## src/rtl/sidrv_pkg.sv

```systemverilog
// Package with constants for the serial-in latched low-side driver
package sidrv_pkg;
  localparam int          CHANNELS   = 8;
  localparam int          LAST_STAGE = 7;
  localparam logic [7:0]  SHIFT_RST  = 8'h00;
  localparam logic [7:0]  STORE_RST  = 8'h00;
  localparam logic [7:0]  ALL_OFF    = 8'h00;
endpackage : sidrv_pkg

```

## src/rtl/serial_in_latched_low_side_driver.sv

```systemverilog
// Logic core of an eight-channel serial-in latched low-side driver
`timescale 1ns/10ps

module serial_in_latched_low_side_driver
(
  input  wire logic       sys_clk,
  input  wire logic       rst_b,
  input  wire logic       clk_en,
  input  wire logic       shift_clock_in,
  input  wire logic       latch_clock_in,
  input  wire logic       shift_clear_n,
  input  wire logic       out_enable_n,
  input  wire logic       serial_in,
  output logic            serial_cascade_out,
  output logic [7:0]      switch_on,
  output logic [7:0]      switch_drain_o,
  output logic [7:0]      switch_drain_oe_n
);

  // Pin timing in sys_clk edges, counting the edge that first samples a pin change as edge 1:
  // edges 1 and 2 fill the synchroniser, edge 3 acts on the detected level or edge.
  // Pin pulses under one sys_clk period can be lost; this is the cost of
  // sampling every pin on one clock rather than clocking flops from the pins.
  // Serial data takes the same two-stage path, so it stays aligned with its edge.

  // All block state in one record, loaded by the single register process
  typedef struct packed {
    logic [1:0] sck_sync;
    logic [1:0] lck_sync;
    logic [1:0] clr_sync;
    logic [1:0] oen_sync;
    logic [1:0] din_sync;
    logic       sck_prev;
    logic       lck_prev;
    logic [7:0] shift;
    logic [7:0] store;
    logic [7:0] buf_on;
  } state_s;

  state_s st_r;
  state_s st_nxt;
  logic   sck_rise;
  logic   lck_rise;

  // Edges are found on second synchroniser stages only
  assign sck_rise = st_r.sck_sync[1] & ~st_r.sck_prev;
  assign lck_rise = st_r.lck_sync[1] & ~st_r.lck_prev;

  // Next-state logic for synchronisers, shift, storage and output buffers
  always_comb
  begin
    st_nxt          = st_r;
    // Synchronisers and edge history advance every enabled cycle
    st_nxt.sck_sync = {st_r.sck_sync[0], shift_clock_in};
    st_nxt.lck_sync = {st_r.lck_sync[0], latch_clock_in};
    st_nxt.clr_sync = {st_r.clr_sync[0], shift_clear_n};
    st_nxt.oen_sync = {st_r.oen_sync[0], out_enable_n};
    st_nxt.din_sync = {st_r.din_sync[0], serial_in};
    st_nxt.sck_prev = st_r.sck_sync[1];
    st_nxt.lck_prev = st_r.lck_sync[1];
    // Stage 0 takes the new bit, stage n takes stage n-1
    if (sck_rise)
    begin
      st_nxt.shift = {st_r.shift[6:0], st_r.din_sync[1]};
    end
    // Latch samples the old shift word, matching parallel flip-flops
    if (lck_rise)
    begin
      st_nxt.store = st_r.shift;
    end
    // Clear wins over a coincident shift edge; it is a level, not clocked
    if (!st_r.clr_sync[1])
    begin
      st_nxt.shift = sidrv_pkg::SHIFT_RST;
    end
    // Buffers are transparent to storage unless the enable is high
    // Registered copy adds no cycle: it loads together with the storage word
    if (st_r.oen_sync[1])
    begin
      st_nxt.buf_on = sidrv_pkg::ALL_OFF;
    end
    else
    begin
      st_nxt.buf_on = st_nxt.store;
    end
  end

  // State register; clock enable freezes everything
  always_ff @(posedge sys_clk)
  begin
    // Synchronisers start at the idle pin levels, so no false edge or enable follows reset
    if (!rst_b)
    begin
      st_r          <= '0;
      st_r.oen_sync <= 2'h3;
      st_r.clr_sync <= 2'h3;
      st_r.store    <= sidrv_pkg::STORE_RST;
      st_r.shift    <= sidrv_pkg::SHIFT_RST;
    end
    // Low clock enable holds every field; pins go unsampled meanwhile
    else if (clk_en)
    begin
      st_r <= st_nxt;
    end
  end

  // Open-drain pins: pulled low (enable low) only where the switch is on
  assign serial_cascade_out = st_r.shift[sidrv_pkg::LAST_STAGE];
  assign switch_on          = st_r.buf_on;
  assign switch_drain_o     = sidrv_pkg::ALL_OFF;
  assign switch_drain_oe_n  = ~st_r.buf_on;

  // Clear is a level: any cycle it is seen low leaves the shift stages empty
  AST_CLEAR_ZEROES: assert property (@(posedge sys_clk) disable iff (!rst_b)
    (clk_en && !st_r.clr_sync[1]) |=> (st_r.shift == 8'h00))
    else $error("shift register not cleared");

  // A detected shift edge moves every stage and takes the synchronised data bit
  AST_SHIFT_IN: assert property (@(posedge sys_clk) disable iff (!rst_b)
    (clk_en && sck_rise && st_r.clr_sync[1])
      |=> (st_r.shift == {$past(st_r.shift[6:0]), $past(st_r.din_sync[1])}))
    else $error("shift did not advance");

  // No edge, no movement
  AST_SHIFT_HOLD: assert property (@(posedge sys_clk) disable iff (!rst_b)
    (clk_en && !sck_rise && st_r.clr_sync[1]) |=> $stable(st_r.shift))
    else $error("shift changed without edge");

  // Storage takes the shift word as it stood before a coincident shift edge
  AST_LATCH: assert property (@(posedge sys_clk) disable iff (!rst_b)
    (clk_en && lck_rise) |=> (st_r.store == $past(st_r.shift)))
    else $error("storage did not latch");

  // Storage holds between latch edges
  AST_STORE_HOLD: assert property (@(posedge sys_clk) disable iff (!rst_b)
    (clk_en && !lck_rise) |=> $stable(st_r.store))
    else $error("storage changed without edge");

  // Enable high switches every load off one cycle after it is seen
  AST_OFF_WHEN_DISABLED: assert property (@(posedge sys_clk) disable iff (!rst_b)
    (clk_en && st_r.oen_sync[1]) |=> (switch_on == 8'h00 && switch_drain_oe_n == 8'hff))
    else $error("switch on while disabled");

  // Enable low: buffers mirror storage in the cycle it loads
  AST_TRANSPARENT: assert property (@(posedge sys_clk) disable iff (!rst_b)
    (clk_en && !st_r.oen_sync[1]) |=> (switch_on == st_r.store))
    else $error("buffers not following storage");

  // Cascade output moves with the shift, carrying stage 6 into stage 7
  AST_CASCADE: assert property (@(posedge sys_clk) disable iff (!rst_b)
    (clk_en && sck_rise && st_r.clr_sync[1])
      |=> (serial_cascade_out == $past(st_r.shift[6])))
    else $error("cascade output wrong");

  // Open-drain data stays low; only the enable moves, low where a switch sinks
  AST_DRAIN_MAP: assert property (@(posedge sys_clk) disable iff (!rst_b)
    (switch_drain_oe_n == ~switch_on) && (switch_drain_o == 8'h00))
    else $error("drain pin does not match buffer");

  // Frozen clock enable must leave every flop alone, synchronisers included
  AST_FREEZE: assert property (@(posedge sys_clk) disable iff (!rst_b)
    (!clk_en) |=> $stable(st_r))
    else $error("state moved while clock enable low");

  // Reset leaves every switch off and the cascade output low
  AST_RESET_OFF: assert property (@(posedge sys_clk)
    (!rst_b) |=> (switch_on == sidrv_pkg::ALL_OFF && serial_cascade_out == 1'h0
                  && st_r.store == sidrv_pkg::STORE_RST))
    else $error("outputs not off after reset");

  // Clock and data pass the same two stages, keeping them aligned
  AST_SYNC_DELAY: assert property (@(posedge sys_clk) disable iff (!rst_b)
    clk_en |=> (st_r.sck_sync[1] == $past(st_r.sck_sync[0]) &&
                st_r.din_sync[1] == $past(st_r.din_sync[0])))
    else $error("synchroniser stage skipped");

  // A latch edge with the enable low reaches the switches one cycle later
  AST_LATCH_TO_PINS: assert property (@(posedge sys_clk) disable iff (!rst_b)
    (clk_en && lck_rise && !st_r.oen_sync[1])
      |=> (switch_on == $past(st_r.shift)))
    else $error("latched word not at switches");

  // With clear high, the cascade output only moves on a shift edge
  AST_CASCADE_HOLD: assert property (@(posedge sys_clk) disable iff (!rst_b)
    (clk_en && !sck_rise && st_r.clr_sync[1]) |=> $stable(serial_cascade_out))
    else $error("cascade output changed without edge");

  // Clear also empties the last stage, so a chain sees zeros
  AST_CLEAR_CASCADE: assert property (@(posedge sys_clk) disable iff (!rst_b)
    (clk_en && !st_r.clr_sync[1]) |=> (serial_cascade_out == 1'h0))
    else $error("cascade output not cleared");

  // Clear touches only the shift stages; storage keeps feeding the buffers
  AST_CLEAR_KEEPS_STORE: assert property (@(posedge sys_clk) disable iff (!rst_b)
    (clk_en && !st_r.clr_sync[1] && !lck_rise) |=> $stable(st_r.store))
    else $error("clear disturbed storage");

  // Enable high gates the buffers only; storage is kept for later
  AST_DISABLE_KEEPS_STORE: assert property (@(posedge sys_clk) disable iff (!rst_b)
    (clk_en && st_r.oen_sync[1] && !lck_rise) |=> $stable(st_r.store))
    else $error("disable disturbed storage");

  // Per-channel view of the pins, so a failure names the channel
  for (genvar ch = 0; ch < sidrv_pkg::CHANNELS; ch++)
  begin : g_chan
    AST_CHAN_PULL: assert property (@(posedge sys_clk) disable iff (!rst_b)
      (!switch_drain_oe_n[ch]) |-> st_r.store[ch])
      else $error("channel pulled low without a stored one");

    AST_CHAN_FOLLOW: assert property (@(posedge sys_clk) disable iff (!rst_b)
      (clk_en && !st_r.oen_sync[1]) |=> (switch_on[ch] == st_r.store[ch]))
      else $error("channel buffer not following its storage bit");
  end : g_chan

endmodule : serial_in_latched_low_side_driver

```

## config.mk

```make
export PLATFORM = sky130hd
export DESIGN_NAME = serial_in_latched_low_side_driver
export DESIGN_NICKNAME = d
export VERILOG_FILES = /design/src/rtl/sidrv_pkg.sv /design/src/rtl/serial_in_latched_low_side_driver.sv
export SDC_FILE = /design/constraint.sdc
export NUM_CORES = 1
export LEC_CHECK = 0
export ABC_CLOCK_PERIOD_IN_PS = 1430
export BUFFER_PORTS_ARGS = -buffer_cell sky130_fd_sc_hd__buf_2
export CORE_UTILIZATION = 45
export CTS_CLUSTER_DIAMETER = 40
export CTS_CLUSTER_SIZE = 30
export DETAILED_ROUTE_END_ITERATION = 12
export PLACE_DENSITY = 0.68
export SLEW_MARGIN = 10
export SYNTH_ARGS = -nofsm -noshare
export SYNTH_HDL_FRONTEND = slang
export SYNTH_SLANG_ARGS = --single-unit
```

## constraint.sdc

```tcl
create_clock -name sys_clk -period 1.43 [get_ports sys_clk]
set_input_delay 0.286 -clock sys_clk [delete_from_list [all_inputs] [get_ports sys_clk]]
set_output_delay 0.286 -clock sys_clk [all_outputs]
set_load 0.02 [all_outputs]
```

==> impl_results.md, run 1 <==
* Status: completed
* Footprint of the multi-input gates at around 640 um2
* TritonCTS Buffers at 5
* DRC at 0
* Slew Viols, Final at 0
* Synth Flop Type: dfxtp_1
* Critical path cell sequence: buf_2
* CP top delay family: flip-flops
* Grt ovf at 0
* Setup TNS at 0 ns
* Routed len/inst at between 10 and 15 um
* Worst Path Buf+Inv at 1
* Routed Antenna Nets at 0
* GR Util All Layers at 16.0%
* Initial antenna violation count at 0
* Cell accounting for the most synthesized area: dfxtp_1
* Crit share post-route at ~85%
* PortBufs at 24
* Detailed Routing Iterations Pass 1 at 4
* Setup bufs post-CTS at 0
* Top cells by area, synth: dfxtp_1 (47%), mux2i_1 (17%), buf_4 (8.7%)
* Core Footprint at around 3200 um2
* CTS Buffer Depth at 2
* Final setup viols at 0
* RD Place Congestion at between 0.7 and 0.8
* Fin nets at approximately 180
* Syn_area_per_cell at between 10 and 15 um2
* IO Pins at 33
* Clock latency on the worst-skew pair at between 0.3 and 0.4 ns
* Netlist cell types at 20
* Die Y at 60.6 um
* Placed instance count at 208
* P_leak at slightly above 0.8 nW
* Slowest-stage cell, CP: dfxtp_1
* Ys Warns at 0
* Clock Skew at between 0.007 and 0.008 ns
* Max_cap viols at 0
* Fin. Hold Viols at 0
* Die Width at around 60 um
* Register area at just over 700 um2
* # rows at 20
* Top-count cell post-synth: dfxtp_1
* FMAX at 822 MHz
* Peak supply drop at ~0.00069 V
* Detailed-placement wirelength estimate at roughly 1.7 mm
* Fraction of registers with async set/reset at 0%
* Cell Area, Synth at about 1500 um2
* Sequential-to-total area share from yosys stat at 46.6%
* Critical Path AT at ~0.93 ns
* Top-area cell type share of the netlist area at a little under half
* Clk sinks at 36
* 1st-iter DRT viols at 13
* Hold WS at ~0.15 ns
* Dpl ws at around 0.26 ns
* Share of cells above drive strength 1 at 25.0%
* CTS tree: built
* Root Buffer: clkbuf_4
* Worst-path clk slew at approximately 0.11 ns
* Flops & latches, synth at 36
* Finished Layout Cells at between 200 and 250
* Post-synthesis cell count at 150
* Total wire length at between 2 and 2.5 mm
* Initial Util at between 40% and 50%
* First-pass GRT wire length at roughly 4.2 mm
* Crit path largest cell delay at approximately 0.40 ns
* Antenna diodes at 0
* Vias in the first global route at 948
* Power per cell area at ~1100 nW/um2
* Fillcell total at 302
* Synth cell count leaders: dfxtp_1 (36), mux2i_1 (27), buf_4 (18)
* Die area at around 3700 um2
* HP Class: input port to register
* CP Max Fanout at 4
* Routed via count at 981
* RSZ-0062 raised after global routing: false
* Number of synthesized flops with an enable pin at 0
* Req. time, crit path at ~1.1 ns
* CP Capture Type: output port
* Area delta synth->final at 11.2%
* Final min period at 1.22 ns
* Startpoint Class: register
* Largest net degree at the start of global routing at 17
* Vias per Instance at approximately 4.5
* H-Tree Depth at 2
* Min setup slack post-route at 0.214 ns
* Hold Buf Count CTS at 0
* Setup Crit Path Kind: register to output port
* CTS-repair resized insts at 0
## cells by family (layout without fill, tap and decap cells)
| family | count (synthesis) | after routing | synth area share, % |
|---|---|---|---|
| other | 1 | 8 | 0.242 |
| muxes | 27 | 27 | 17.5 |
| AOI/OAI and AO/OA | 18 | 18 | 8.74 |
| and+or+nand+nor | 35 | 35 | 13.4 |
| buffers and inverters | 33 | 48 | 13.5 |
| DFF | 36 | 36 | 46.6 |
## area by class of cell
class	count	share of cell area (%)
flip-flops and latches	36	41.9
multi-input cells	88	37.4
repair buffers	31	10.0
clock buffers	7	3.78
well taps	44	3.20
inverters	9	1.96
clock inverters	1	1.75
## cells in the final DEF (no fill, tap or decap), types with 7 or more instances in the layout
cell type,Yosys,final
dfxtp_1,36,36
mux2i_1,27,27
buf_2,2,24
nor2b_1,16,16
nand2_1,12,12
inv_1,9,9
o21ai_1,8,8
a22o_1,8,8
conb_1,1,8
buf_4,18,7
## power by group
| group | total, mW | switching (mW) | internal, mW | leakage [nW] |
|---|---|---|---|---|
| Clock | 0.796 | 0.331 | 0.464 | 0.0515 |
| Sequential | 1.03 | 0.00865 | 1.02 | 0.292 |
| Combinational | 0.122 | 0.0699 | 0.0516 | 0.461 |
| Total | 1.94 | 0.410 | 1.53 | 0.804 |
## sequential cells by signal, summed over array words and instances (netlist names)
name                cells
st_nxt                  7
switch_on               8
st_r                   20
serial_cascade_out      1
## path summary, 6_finish.rpt
kind | start | endpoint | slack, ns | cells after the start
max | serial_cascade_out | serial_cascade_out | 0.21 | 1
min | out_enable_n | st_nxt[29] | 0.15 | 3
max reg2reg | st_r[25] | st_r[16] | 0.27 | 3
min reg2reg | switch_on[0] | switch_on[0] | 0.46 | 2
## metrics by stage
stage	cell area, um2	util [%]	total power, mW
floorplan	1570	-	1.16
detailed placement	1630	51.5	1.17
global route	1720	54.6	2.04
finish	1720	54.6	1.94
global placement	1630	51.5	1.17
CTS	1720	54.6	1.98
## layer usage
| layer | vias up | part of all wire, % | global-route usage [%] |
|---|---|---|---|
| met5 | - | 0 | 0 |
| met4 | 0 | 2.1 | 6.82 |
| met3 | 6 | 5.9 | 6.40 |
| met2 | 36 | 42 | 25.1 |
| met1 | 428 | 50 | 19.7 |
| li1 | 511 | - | - |
Note: power is estimated with default switching activity, not from simulation.
==> inputs of run 2 (changes only) <==
CELL_PAD_IN_SITES_DETAIL_PLACEMENT = 0   (was default)
CELL_PAD_IN_SITES_GLOBAL_PLACEMENT = 1   (was default)
CORE_UTILIZATION = 41   (was 45)
PLACE_DENSITY = default   (was 0.68)
PLACE_DENSITY_LB_ADDON = 0.1   (was default)
==> run 2 against run 1 <==
  * Cell area rose by 0.65%
  * Highest routed layer unchanged
  * Non-clock buffer count is 1 lower
  * Maximum frequency up 7.2%
==> impl_results.md, run 2 (synthesis gave the netlist of run 1 again) <==
* IO Pins at 33
* Routed Antenna Nets at 0
* Die Width at around 63 um
* Worst-path clk slew at approximately 0.07 ns
* Max_cap viols at 0
* CTS-repair resized insts at 0
* Slowest-stage cell, CP: dfxtp_1
* Routed len/inst at between 10 and 15 um
* Power per cell area at between 1000 and 1500 nW/um2
* CTS tree: built
* FMAX at around 880 MHz
* Share of cells above drive strength 1 at roughly 25%
* Crit share post-route at between 70% and 80%
* Req. time, crit path at 1.14 ns
* Core Footprint at around 3500 um2
* RD Place Congestion at 0.748
* Grt ovf at 0
* Die area at around 4000 um2
* Worst Path Buf+Inv at 1
* CP top delay family: flip-flops
* Clk sinks at 36
* Hold WS at roughly 0.22 ns
* Critical path cell sequence: buf_2
* Fin. Hold Viols at 0
* Placed instance count at 209
* Vias in the first global route at 882
* P_leak at approximately 0.80 nW
* Root Buffer: clkbuf_8
* Commonest cells after routing, fill and taps aside: dfxtp_1 (36), mux2i_1 (27), buf_2 (24)
* Initial Util at between 40 and 50%
* Startpoint Class: register
* Top reg by flops: st_r
* Status: completed
* R2R Setup Slk at a little under 0.3 ns
* Crit path largest cell delay at about 0.37 ns
* First-pass GRT wire length at between 3 and 4 mm
* Initial antenna violation count at 0
* Critical Path AT at 0.85 ns
* Antenna diodes at 0
* Peak supply drop at ~0.00053 V
* Most common cell after layout, fill and taps aside: dfxtp_1
* Final min period at 1.13 ns
* HP Class: input port to register
* Largest register FFs at 20
* Detailed Routing Iterations Pass 1 at 4
* Routed via count at 950
* Clock latency on the worst-skew pair at between 0.2 and 0.3 ns
* Fillcell total at between 300 and 400
* Setup TNS at 0 ns
* # rows at 21
* Slew Viols, Final at 0
* Final setup viols at 0
* CTS Buffer Depth at 2
* 1st-iter DRT viols at 20
* Detailed-placement wirelength estimate at 1.66 mm
* Hold Buf Count CTS at 0
* Clock Skew at about 0.0094 ns
* Fin nets at approximately 180
* DRC at 0
* Total wire length at ~2.2 mm
* Die Y at around 63 um
* Area delta synth->final at 12.0%
* Largest net degree at the start of global routing at 16
* GR Util All Layers at a little over an eighth
* TritonCTS Buffers at 5
* CP Max Fanout at 4
* CP Capture Type: output port
* Finished Layout Cells at around 220
* Setup Crit Path Kind: register to output port
* Vias per Instance at 4.38
* RSZ-0062 raised after global routing: false
* PortBufs at 24
* Setup bufs post-CTS at 0
* H-Tree Depth at 2
==> run 2: changes by cell type in the layout (fill, tap and decap cells not counted) <==
| cell | change |
|---|---|
| clkbuf_4 | -5 |
| clkbuf_8 | +3 |
| clkinvlp_4 | +1 |
| buf_4 | -1 |
| clkinv_2 | +1 |
==> run 2: final timing paths <==
kind                                         start                  to  depth (start not counted)
worst min register to register        switch_on[1]        switch_on[1]                          2
worst max register to register            st_r[25]            st_r[21]                          3
worst max-delay path            serial_cascade_out  serial_cascade_out                          1
worst min-delay path                 shift_clear_n          st_nxt[31]                          3
==> run 2: power by group <==
| group | internal, mW | total (mW) | switching (mW) |
|---|---|---|---|
| registers | 1.02 | 1.03 | 0.00841 |
| clock network | 0.516 | 0.880 | 0.364 |
| logic | 0.0499 | 0.119 | 0.0688 |
| total | 1.58 | 2.02 | 0.442 |
==> run 2: tightest hold or removal path: stages <==
cell and delay, ns:
buf_2 0.07, mux2i_1 0.05, nand2_1 0.05
==> run 2: layer usage <==
| metal | track usage [%] | wire length (um) | part of all wire (%) |
|---|---|---|---|
| met1 | 14.9 | 1070 | 48 |
| met5 | 0 | 0 | 0 |
| met2 | 20.5 | 978 | 44 |
| met4 | 7.67 | 51 | 2.3 |
| met3 | 5.62 | 146 | 6.5 |
==> run 2: cell type report <==
| class | count | area, um2 | area share [%] |
|---|---|---|---|
| Tap cell | 46 | 57.6 | 3.32 |
| Multi-Input combinational cell | 88 | 643 | 37.1 |
| Sequential cell | 36 | 721 | 41.6 |
| Clock buffer | 5 | 68.8 | 3.97 |
| Clock inverter | 3 | 42.5 | 2.46 |
| Timing Repair Buffer | 30 | 165 | 9.54 |
| Inverter | 9 | 33.8 | 1.95 |
==> run 2: stage by stage <==
stage          total power, mW  instance area (um2)  worst slack [ns]  utilization [%]
2_1_floorplan             1.16                 1570             0.318                -
3_3_place_gp              1.17                 1620             0.277             46.7
4_1_cts                   2.06                 1730             0.273             49.9
5_1_grt                   2.12                 1730             0.232             49.9
6_report                  2.02                 1730             0.295             49.9
3_5_place_dp              1.17                 1620             0.253             46.7
